==> config.mk <==
export PLATFORM = sky130hd
export DESIGN_NAME = dsrp_sequencer
export DESIGN_NICKNAME = d
export VERILOG_FILES = /design/src/rtl/dsrp_pkg.sv /design/src/rtl/dsrp_sequencer.sv /design/src/rtl/dsrp_timer.sv
export SDC_FILE = /design/constraint.sdc
export NUM_CORES = 1
export LEC_CHECK = 0
export BUFFER_PORTS_ARGS = -buffer_cell sky130_fd_sc_hd__buf_4
export CORE_MARGIN = 1.5
export CORE_UTILIZATION = 44
export CTS_CLUSTER_SIZE = 25
export DETAILED_ROUTE_END_ITERATION = 10
export SLEW_MARGIN = 40
export SYNTH_ARGS = -nofsm -noshare
export SYNTH_HDL_FRONTEND = slang
export SYNTH_SLANG_ARGS = --single-unit
==> constraint.sdc <==
create_clock -name REF_CLK_IN -period 2.8 [get_ports REF_CLK_IN]
set_input_delay 0.56 -clock REF_CLK_IN [delete_from_list [all_inputs] [get_ports REF_CLK_IN]]
set_output_delay 0.56 -clock REF_CLK_IN [all_outputs]
set_load 0.1 [all_outputs]
==> src/rtl/dsrp_pkg.sv <==
// constants for the deep-sleep release and power-up sequencer
package dsrp_pkg;
  // reference clock
  localparam int CLK_PERIOD_NS = 10;

  // command codes seen on the serial input
  localparam logic [7:0] OP_WAKE_SIG = 8'hAB;
  localparam logic [7:0] OP_DEEP_SLEEP = 8'hB9;
  localparam logic [7:0] OP_WRITE_LATCH_SET = 8'h06;
  localparam logic [7:0] OP_PAGE_WRITE = 8'h02;
  localparam logic [7:0] OP_SECTOR_CLEAR = 8'hD8;
  localparam logic [7:0] OP_WHOLE_CLEAR = 8'hC7;
  localparam logic [7:0] OP_STATUS_WRITE = 8'h01;

  // legacy signature byte; value is arbitrary
  localparam logic [7:0] LEGACY_SIG_DEFAULT = 8'h5A;

  // frame layout in serial clock rising edges
  localparam logic [5:0] CMD_BITS = 6'h08;
  localparam logic [5:0] SIG_START_BITS = 6'h20;
  localparam logic [2:0] SIG_TOP_BIT = 3'h7;

  // status layout and as-delivered values
  localparam int STAT_BUSY_POS = 0;
  localparam int STAT_LATCH_POS = 1;
  localparam logic [7:0] STATUS_DELIVERED = 8'h00;
  localparam logic [7:0] ARRAY_ERASED_BYTE = 8'hFF;

  // times in physical units, then cycle counts
  localparam int SHORT_WAKE_NS = 3000;
  localparam int LONG_WAKE_NS = 30000;
  localparam int SELECT_DELAY_US = 10;
  localparam int WRITE_INHIBIT_MS = 10;
  // longest delays round down, least delays round up
  localparam int SHORT_WAKE_CYC = SHORT_WAKE_NS / CLK_PERIOD_NS;
  localparam int LONG_WAKE_CYC = LONG_WAKE_NS / CLK_PERIOD_NS;
  localparam int SELECT_DELAY_CYC = (SELECT_DELAY_US * 1000 + CLK_PERIOD_NS - 1) / CLK_PERIOD_NS;
  localparam int WRITE_INHIBIT_CYC = WRITE_INHIBIT_MS * 1000000 / CLK_PERIOD_NS;
endpackage : dsrp_pkg

==> src/rtl/dsrp_sequencer.sv <==
// power-state sequencer of a serial flash: wake/signature command and power-up gating
//
// Behaviour
// - the wake command returns an 8-bit legacy signature, not the 16-bit one.
// - with no internal cycle running, wake command answers even outside deep sleep.
// - wake command during a running cycle is not decoded, cycle unaffected.
// - select low, command byte, three dummy bytes, input sampled on rising clock.
// - after the dummy bytes the signature shifts out on falling clock edges.
// - continued clocking with select low repeats the signature endlessly.
// - select rising after the signature puts the device into standby.
// - standby is immediate if awake, else after the long wake time.
// - select rising before a full signature still wakes, after short wake time.
// - while power-on reset is active, no operation and no command response.
// - write-type commands ignored until the write-inhibit delay after reset.
// - read commands accepted once the select-after-power-up delay has passed.
// - after reset: standby, write latch clear, cycle flag clear.
// - reasserted power-on reset disables everything at power-down.
// - delivered state: array bytes FFh, status register 00h.
// - deep sleep ignores writes and is entered only by deep-sleep command.
`timescale 1ns/100ps
module dsrp_sequencer #(
  parameter logic [7:0] SIGNATURE = dsrp_pkg::LEGACY_SIG_DEFAULT,
  parameter int SHORT_WAKE_CYCLES = dsrp_pkg::SHORT_WAKE_CYC,
  parameter int LONG_WAKE_CYCLES = dsrp_pkg::LONG_WAKE_CYC,
  parameter int SELECT_DELAY_CYCLES = dsrp_pkg::SELECT_DELAY_CYC,
  parameter int WRITE_INHIBIT_CYCLES = dsrp_pkg::WRITE_INHIBIT_CYC
) (
  // clock and power-on reset
  input wire logic REF_CLK_IN,
  input wire logic RST_IN,
  // serial pins
  input wire logic SEL_N_IN,
  input wire logic SCLK_IN,
  input wire logic SDI_IN,
  output logic SDO_OUT,
  output logic SDO_OE_OUT,
  // array side
  input wire logic CYCLE_BUSY_IN,
  input wire logic LATCH_CLEAR_IN,
  output logic CMD_VALID_OUT,
  output logic [7:0] CMD_OPCODE_OUT,
  // power state
  output logic DEEP_SLEEP_OUT,
  output logic STANDBY_OUT,
  output logic SELECT_READY_OUT,
  output logic WRITE_READY_OUT,
  output logic [7:0] STATUS_OUT
);
  localparam int WAKE_W = 16;
  localparam int PU_W = 24;

  typedef enum logic [2:0] {
    ST_STANDBY = 3'b001,
    ST_DEEP = 3'b010,
    ST_WAKING = 3'b100
  } dsrp_state_t;

  dsrp_state_t state_q;
  logic sel_s1_q, sel_s2_q, sel_prev_q;
  logic sclk_s1_q, sclk_s2_q, sclk_prev_q;
  logic sdi_s1_q, sdi_s2_q;
  logic sel_rise, sclk_rise, sclk_fall, opcode_done;
  logic [5:0] rx_cnt_q;
  logic [6:0] rx_shift_q;
  logic [7:0] opcode_d, opcode_q;
  logic opcode_valid_q;
  logic wake_ok_q, cmd_ok_q, sig_read_q;
  logic [2:0] tx_idx_q;
  logic tx_shift;
  logic wake_start, wake_done, wake_long_q;
  logic [WAKE_W-1:0] wake_load;
  logic [WAKE_W-1:0] wake_len_q;
  logic [PU_W-1:0] pu_cnt_q;
  logic select_ok, inhibit_done;
  logic latch_q, busy_q;

  function automatic logic is_write_type(input logic [7:0] op);
    is_write_type = (op == dsrp_pkg::OP_WRITE_LATCH_SET) || (op == dsrp_pkg::OP_PAGE_WRITE) ||
      (op == dsrp_pkg::OP_SECTOR_CLEAR) || (op == dsrp_pkg::OP_WHOLE_CLEAR) ||
      (op == dsrp_pkg::OP_STATUS_WRITE);
  endfunction : is_write_type

  //////////////////////////////////////////////////////////////////////////////
  // pin synchronisers; the serial clock is sampled, not used as a clock
  always_ff @(posedge REF_CLK_IN or posedge RST_IN) begin
    if (RST_IN) begin
      sel_s1_q <= 1'b1;
      sel_s2_q <= 1'b1;
      sel_prev_q <= 1'b1;
      sclk_s1_q <= 1'b0;
      sclk_s2_q <= 1'b0;
      sclk_prev_q <= 1'b0;
      sdi_s1_q <= 1'b0;
      sdi_s2_q <= 1'b0;
    end else begin
      sel_s1_q <= SEL_N_IN;
      sel_s2_q <= sel_s1_q;
      sel_prev_q <= sel_s2_q;
      sclk_s1_q <= SCLK_IN;
      sclk_s2_q <= sclk_s1_q;
      sclk_prev_q <= sclk_s2_q;
      sdi_s1_q <= SDI_IN;
      sdi_s2_q <= sdi_s1_q;
    end
  end

  assign sel_rise = sel_s2_q & ~sel_prev_q;
  assign sclk_rise = ~sel_s2_q & sclk_s2_q & ~sclk_prev_q;
  assign sclk_fall = ~sel_s2_q & ~sclk_s2_q & sclk_prev_q;
  assign opcode_done = sclk_rise && (rx_cnt_q == dsrp_pkg::CMD_BITS - 6'h01);
  assign opcode_d = {rx_shift_q, sdi_s2_q};

  //////////////////////////////////////////////////////////////////////////////
  // power-up delay counter; reset holds it at zero
  always_ff @(posedge REF_CLK_IN or posedge RST_IN) begin
    if (RST_IN) begin
      pu_cnt_q <= '0;
    end else if (!inhibit_done || !select_ok) begin
      pu_cnt_q <= pu_cnt_q + {{(PU_W-1){1'b0}}, 1'b1};
    end
  end

  assign select_ok = pu_cnt_q >= PU_W'(SELECT_DELAY_CYCLES);
  assign inhibit_done = pu_cnt_q >= PU_W'(WRITE_INHIBIT_CYCLES);

  //////////////////////////////////////////////////////////////////////////////
  // receive side: bit counter saturates where the signature starts
  always_ff @(posedge REF_CLK_IN or posedge RST_IN) begin
    if (RST_IN) begin
      rx_cnt_q <= '0;
      rx_shift_q <= '0;
      opcode_q <= '0;
      opcode_valid_q <= 1'b0;
    end else if (sel_s2_q) begin
      rx_cnt_q <= '0;
      opcode_valid_q <= 1'b0;
    end else if (sclk_rise) begin
      rx_shift_q <= opcode_d[6:0];
      if (rx_cnt_q != dsrp_pkg::SIG_START_BITS) begin
        rx_cnt_q <= rx_cnt_q + 6'h01;
      end
      if (opcode_done) begin
        opcode_q <= opcode_d;
        opcode_valid_q <= 1'b1;
      end
    end
  end

  // command decode; frames during the wake delay are ignored
  always_ff @(posedge REF_CLK_IN or posedge RST_IN) begin
    if (RST_IN) begin
      wake_ok_q <= 1'b0;
      cmd_ok_q <= 1'b0;
      CMD_VALID_OUT <= 1'b0;
      CMD_OPCODE_OUT <= 8'h00;
    end else begin
      CMD_VALID_OUT <= 1'b0;
      if (sel_s2_q) begin
        wake_ok_q <= 1'b0;
        cmd_ok_q <= 1'b0;
      end else if (opcode_done && state_q != ST_WAKING) begin
        wake_ok_q <= (opcode_d == dsrp_pkg::OP_WAKE_SIG) && !busy_q;
        if (state_q == ST_STANDBY && select_ok && opcode_d != dsrp_pkg::OP_WAKE_SIG &&
            !(is_write_type(opcode_d) && !inhibit_done)) begin
          cmd_ok_q <= 1'b1;
          if (opcode_d != dsrp_pkg::OP_DEEP_SLEEP) begin
            CMD_VALID_OUT <= 1'b1;
            CMD_OPCODE_OUT <= opcode_d;
          end
        end
      end
    end
  end

  //////////////////////////////////////////////////////////////////////////////
  // signature shifter: first bit on the fall after the dummy bytes
  assign tx_shift = sclk_fall && wake_ok_q && (rx_cnt_q == dsrp_pkg::SIG_START_BITS);

  always_ff @(posedge REF_CLK_IN or posedge RST_IN) begin
    if (RST_IN) begin
      tx_idx_q <= dsrp_pkg::SIG_TOP_BIT;
      SDO_OUT <= 1'b0;
      SDO_OE_OUT <= 1'b0;
      sig_read_q <= 1'b0;
    end else if (sel_s2_q) begin
      tx_idx_q <= dsrp_pkg::SIG_TOP_BIT;
      SDO_OE_OUT <= 1'b0;
      sig_read_q <= 1'b0;
    end else begin
      if (tx_shift) begin
        SDO_OUT <= SIGNATURE[tx_idx_q];
        SDO_OE_OUT <= 1'b1;
        tx_idx_q <= tx_idx_q - 3'h1; // wraps back to the top bit
      end
      // lowest bit has been sampled by the host: one whole byte read
      if (sclk_rise && SDO_OE_OUT && tx_idx_q == dsrp_pkg::SIG_TOP_BIT) begin
        sig_read_q <= 1'b1;
      end
    end
  end

  //////////////////////////////////////////////////////////////////////////////
  // power state
  assign wake_start = (state_q == ST_DEEP) && sel_rise && wake_ok_q;
  assign wake_load = sig_read_q ? WAKE_W'(LONG_WAKE_CYCLES) : WAKE_W'(SHORT_WAKE_CYCLES);

  always_ff @(posedge REF_CLK_IN or posedge RST_IN) begin
    if (RST_IN) begin
      state_q <= ST_STANDBY;
    end else begin
      unique case (state_q)
        ST_STANDBY: begin
          // a wake command here is immediate: nothing changes
          if (sel_rise && cmd_ok_q && opcode_valid_q && !busy_q &&
              opcode_q == dsrp_pkg::OP_DEEP_SLEEP && rx_cnt_q == dsrp_pkg::CMD_BITS) begin
            state_q <= ST_DEEP;
          end
        end
        ST_DEEP: begin
          if (wake_start) begin
            state_q <= ST_WAKING;
          end
        end
        ST_WAKING: begin
          if (wake_done) begin
            state_q <= ST_STANDBY;
          end
        end
      endcase
    end
  end

  dsrp_timer #(
    .W(WAKE_W)
  ) u_wake_timer (
    .clk_in(REF_CLK_IN),
    .rst_in(RST_IN),
    .start_in(wake_start),
    .load_in(wake_load),
    .done_out(wake_done)
  );

  //////////////////////////////////////////////////////////////////////////////
  // status bits; the latch is set at the end of an accepted latch-set frame
  always_ff @(posedge REF_CLK_IN or posedge RST_IN) begin
    if (RST_IN) begin
      latch_q <= 1'b0;
      busy_q <= 1'b0;
    end else begin
      busy_q <= CYCLE_BUSY_IN;
      if (sel_rise && cmd_ok_q && state_q == ST_STANDBY &&
          opcode_q == dsrp_pkg::OP_WRITE_LATCH_SET && rx_cnt_q == dsrp_pkg::CMD_BITS) begin
        latch_q <= 1'b1; // set wins over a clear in the same cycle
      end else if (LATCH_CLEAR_IN) begin
        latch_q <= 1'b0;
      end
    end
  end

  always_comb begin
    STATUS_OUT = dsrp_pkg::STATUS_DELIVERED;
    STATUS_OUT[dsrp_pkg::STAT_BUSY_POS] = busy_q;
    STATUS_OUT[dsrp_pkg::STAT_LATCH_POS] = latch_q;
  end

  assign DEEP_SLEEP_OUT = state_q != ST_STANDBY;
  assign STANDBY_OUT = state_q == ST_STANDBY;
  assign SELECT_READY_OUT = select_ok;
  assign WRITE_READY_OUT = inhibit_done;

  //////////////////////////////////////////////////////////////////////////////
  // checks
  always_ff @(posedge REF_CLK_IN or posedge RST_IN) begin
    if (RST_IN) begin
      wake_len_q <= '0;
      wake_long_q <= 1'b0;
    end else if (wake_start) begin
      wake_len_q <= '0;
      wake_long_q <= sig_read_q;
    end else if (state_q == ST_WAKING) begin
      wake_len_q <= wake_len_q + {{(WAKE_W-1){1'b0}}, 1'b1};
    end
  end
endmodule : dsrp_sequencer

==> src/rtl/dsrp_timer.sv <==
// one-shot down counter used for the wake delays
`timescale 1ns/100ps
module dsrp_timer #(
  parameter int W = 16
) (
  // clock and reset
  input wire logic clk_in,
  input wire logic rst_in,
  // control
  input wire logic start_in,
  input wire logic [W-1:0] load_in,
  // status
  output logic done_out
);
  logic [W-1:0] cnt_q;
  logic run_q;

  // done pulses once, load cycles after the start pulse
  always_ff @(posedge clk_in or posedge rst_in) begin
    if (rst_in) begin
      cnt_q <= '0;
      run_q <= 1'b0;
      done_out <= 1'b0;
    end else begin
      done_out <= 1'b0;
      if (start_in) begin
        cnt_q <= load_in;
        run_q <= 1'b1;
      end else if (run_q) begin
        if (cnt_q <= {{(W-1){1'b0}}, 1'b1}) begin
          run_q <= 1'b0;
          done_out <= 1'b1;
        end
        cnt_q <= cnt_q - {{(W-1){1'b0}}, 1'b1};
      end
    end
  end
endmodule : dsrp_timer

### Word-level counts from Yosys, hierarchy flattened

Memories as Yosys holds them, arrays and structs flattened. A register that Yosys moved wholly into a read port is not among the register bits.
Cells that the tools add are included.

* register bits: 93
* memory bits (read-only): 8
* input port bits: 7
* logic and storage cells: 149
* memories kept: 1

Memories
* (name not given): depth 8, bits a word 1, rd ports 1, clocked after Yosys merged registers in 1, wr ports 0, RTL line dsrp_sequencer.sv:191 `SDO_OUT <= SIGNATURE[tx_idx_q];`

* add/subtract/negate cells: 4
* order comparisons: 3
* equal/unequal tests: 23
* mux-type cells: 36
* bitwise gates (word level): 9
* reduce and logical (&&, ||, !) cells: 47

Operators by type and width (count)
* $eq A8 B8 Y1 const B: 4
* $mux W16: 2
* $add A24 B1 Y24 const B: 1
* $ge A24 B10 Y1 const B: 1
* $ge A24 B20 Y1 const B: 1
* $mux W1: 24
* $logic_and A1 B1 Y1: 21
* $mux W6: 3
* $reduce_bool A2 Y1: 9
* $eq A8 B3 Y1 const B: 2
* $le A16 B1 Y1 const B: 1
* $ne A8 B8 Y1 const B: 2
* $sub A16 B1 Y16 const B: 1
* $mux W3: 5
* $mux W12: 1
* $reduce_and A2 Y1: 5
* $pmux W3 S3: 1
* $eq A8 B1 Y1 const B: 1
* $eq A8 B2 Y1 const B: 1
* $add A6 B1 Y6 const B: 1
* $eq A3 B3 Y1 const B: 2
* $eq A6 B3 Y1 const B: 1
* $eq A6 B4 Y1 const B: 1
* $eq A6 B6 Y1 const B: 1
* other kinds (13): 30

### Logic depth before layout (Yosys ltp)

* depth after elaboration: 11
* depth in mapped cells: 7
* mapped depth without buffers: 7

### By module

Synthesis repeated with hierarchy kept, for this count alone.

* cells, all modules: 412
* area, all modules: 4406.7 um^2

By module, submodules not included
* dsrp_sequencer: times used 1, cells each 302, area each 3400.8 um^2, sequential area each 1910.6 um^2
* dsrp_timer: times used 1, cells each 110, area each 1006.0 um^2, sequential area each 450.4 um^2

### Least setup slack after synthesis

No wires, ideal clock.

* path type: reg-to-output
* from: reg pu_cnt_q[15]
* to: out WRITE_READY_OUT
* arrival: 2225 ps
* required time: 2240 ps
* path slack: 15 ps
* stages on the path, launching flop included: 7
* cells stage by stage: dfrtp_1 -> nor4_1 -> nor4b_1 -> o211ai_2 -> and2_1 -> buf_2 -> inv_1

* word-level cells in the longest chain between the ends: 1

Ends and longest elaborated chain
* from (decl): RTL line dsrp_sequencer.sv:73 `logic [PU_W-1:0] pu_cnt_q;`
* from (signal assigned): RTL line dsrp_sequencer.sv:119 `pu_cnt_q <= pu_cnt_q + {{(PU_W-1){1'b0}}, 1'b1};`
* $ge A24 B20 Y1: RTL line dsrp_sequencer.sv:124 `assign inhibit_done = pu_cnt_q >= PU_W'(WRITE_INHIBIT_CYCLES);`
* to (decl): RTL line dsrp_sequencer.sv:46 `output logic WRITE_READY_OUT,`

No other way between the ends.

### Final worst setup path

* from: reg pu_cnt_q[10]
* to: out SELECT_READY_OUT

* word-level cells in the longest chain between the ends: 1

Ends and longest elaborated chain
* $ge A24 B10 Y1: RTL line dsrp_sequencer.sv:123 `assign select_ok = pu_cnt_q >= PU_W'(SELECT_DELAY_CYCLES);`
* to (decl): RTL line dsrp_sequencer.sv:45 `output logic SELECT_READY_OUT,`

No other way between the ends.

==> impl_results.md <==
* CTS sink cnt at 94
* WP data required at 2.24 ns
* Fmax at 394 MHz
* Initial antenna violation count at 0
* Clock transition at path regs at roughly 0.090 ns
* Post-route ant nets at 0
* Gate Count Post-Synth at 401
* Synth unique cells at between 50 and 60
* Worst setup SP type: flop
* P&R area growth vs syn at 13.7%
* RR Startpoint: rx_shift_q[0]
* Largest fanout on the critical path at 4
* R2R setup slack at around 0.52 ns
* Vias in the first global route at between 2,000 and 3,000
* Synth top area cells: dfrtp_1 (51%), xnor2_1 (4.7%), nand2_1 (4.5%), dfstp_2 (4.3%), mux2_2 (3.4%)
* Total Routing Usage GR at 0.168
* Slew Limit Fails at 0
* Port Buffers at 23
* Synthesis warning total at 0
* Die height at just over 100 um
* Post-CTS Hold Buffers at 0
* Peak VDD IR at roughly 0.26 mV
* Most common cell in the netlist: dfrtp_1
* Average wire per standard cell at 13.9 um
* Average size of a mapped cell at 10.7 sq um
* Initial core utilization at 0.460
* CTS tree: yes
* Netlist area before placement at about 4300 sq um
* Number of cell rows at 35
* Max-cap violations at 0
* FF-to-FF path depth at 6
* Via density per instance at approximately 5.1
* Pre-antenna DRT Iters at 4
* Worst Skew at between 0.009 and 0.01 ns
* Setup TNS at 0 ns
* Post-layout net count at 446
* Register area share after synthesis at 0.548
* Post-synth top area cell: dfrtp_1
* Final WL at between 7000 and 8000 um
* Area share of the largest cell type after synthesis at 0.505
* DR DRC count at 0
* Synthesized flop and latch total at 94
* H-tree depth at 3
* Period utilization at 0.906
* Clock latency on the worst-skew pair at approximately 0.35 ns
* Hold Fails Final Rpt at 0
* Final Critical Period at 2.54 ns
* Post-synth ARST share at 1.00
* HP Class: primary input to async pin
* N_diodes at 0
* Share of cells above drive strength 1 at 0.193
* Synth cell count leaders: dfrtp_1 (87), nand2_1 (52), nor2_1 (34)
* Largest net degree at the start of global routing at 44
* Clk root buf: clkbuf_8
* DRT iter0 DRCs at 70
* Final Wtd Congestion at between 0.8 and 0.9
* Vias at ~2,900
* Static Leak at about 2.3 nW
* # setup viols final at 0
* Status: completed
* Filler Cells Inserted at just under 900
* IO Count at 30
* Global-route wire length before repair at about 14,000 um
* Worst Setup End Kind: primary output
* Maximum clock insertion buffer count at 2
* Core area at 9370 sq um
* Post-DP HPWL at approximately 5500 um
* Util after Layout at 0.523
* Top FF cell, synth: dfrtp_1
* Die Span X at approximately 100 um
* Number of flops mapped to enable cells by yosys at 0
* Crit Reg-Reg Endpoint: CMD_OPCODE_OUT[7]
* Critical path arrival at approximately 2.0 ns
* Unrepaired setup endpoints after global routing: no
* Gr ovfl total at 0
* Setup CP Type: flop to primary output
* CTS Buf Count at 9
* DIE AREA at 10,400 sq um
* Pwr Density at 521 nW/um^2
## layout make-up
| type | count | area [sq um] | area share |
|---|---|---|---|
| clock buffers | 12 | 145 | 0.0296 |
| multi-input cells | 275 | 1830 | 0.373 |
| flip-flops and latches | 94 | 2360 | 0.482 |
| clock inverters | 4 | 47.5 | 0.00970 |
| repair buffers | 33 | 288 | 0.0587 |
| inverters | 18 | 71.3 | 0.0146 |
| well taps | 129 | 161 | 0.0329 |
## registers in the layout, indices dropped and copies added, names as in the netlist, 3 cells and up
name,flops
rx_cnt_q,6
CMD_OPCODE_OUT,8
pu_cnt_q,24
u_wake_timer.cnt_q,16
tx_idx_q,3
state_q,3
opcode_q,8
rx_shift_q,7
## layout by cell type, fill, tap and decap left out, types with 3 or more instances in the layout
cell type / instances
clkbuf_8: 10
and3_1: 5
conb_1: 6
ha_1: 8
inv_1: 17
a31oi_1: 4
and2_1: 4
xor2_1: 12
nor2_1: 34
dfrtp_1: 87
xnor2_1: 23
a21oi_1: 9
nand2_1: 52
nor4bb_1: 3
buf_4: 30
nor3_1: 9
o31ai_1: 3
nand2b_1: 4
nand3_1: 10
o21ai_0: 12
nand4_1: 13
nor4_1: 4
nor4_4: 3
nor2b_1: 4
nor3b_1: 4
or4_1: 3
mux2_2: 13
dfstp_2: 7
## routing by layer
metal | vias up | wire length, um | GRT usage
met5 | - | 0 | 0
met4 | 0 | 95 | 0.0580
met3 | 8 | 260 | 0.0410
met2 | 42 | 3620 | 0.262
met1 | 1424 | 3900 | 0.230
li1 | 1423 | - | -
## how the worst max path moves through the flow
stage,startpoint,cells past startpoint,end
3_5_place_dp,pu_cnt_q[15],6,WRITE_READY_OUT
2_1_floorplan,pu_cnt_q[15],6,WRITE_READY_OUT
4_1_cts,pu_cnt_q[15],6,WRITE_READY_OUT
5_1_grt,pu_cnt_q[10],6,WRITE_READY_OUT
3_3_place_gp,pu_cnt_q[15],6,WRITE_READY_OUT
6_report,pu_cnt_q[10],5,SELECT_READY_OUT
## cell families after synthesis
group,Yosys count,share of synthesized area
AOI/OAI and AO/OA,42,0.0656
buffers and inverters,37,0.0395
adders and majority gates,8,0.0232
other,1,0.000870
and+or+nand+nor,170,0.215
DFF,94,0.548
muxes,14,0.0363
xor gates and xnor gates,35,0.0712
## metrics by stage
stage	total power, mW	worst slack, ns	cells	hold WS, ns	area (sq um)
5_1_grt	2.67	0.124	565	0.178	4900
2_1_floorplan	1.65	0.0152	406	0.331	4330
3_3_place_gp	1.70	0.317	546	0.333	4630
6_report	2.55	0.263	565	0.180	4900
4_1_cts	2.58	0.0250	562	0.286	4830
3_5_place_dp	1.70	0.262	546	0.336	4630
## repair_timing
item,4_1_cts,5_1_grt
setup endpoints to repair,1,1
pin swaps,0,2
gates resized for setup,2,4
buffers inserted,0,2
## power by group
part / switching, mW / leakage, nW / internal [mW] / total (mW)
logic: 0.102 / 0.978 / 0.0783 / 0.180
registers: 0.0880 / 1.24 / 1.41 / 1.50
clock network: 0.441 / 0.0964 / 0.435 / 0.876
total: 0.631 / 2.32 / 1.92 / 2.55
## worst max-delay path, stage by stage (launching register included)
cell	delay, ns
dfrtp_1	0.44
nor4_4	0.34
buf_4	0.16
o211ai_1	0.12
or2_2	0.32
buf_4	0.24
No activity file was read; power rests on OpenSTA's default activity.
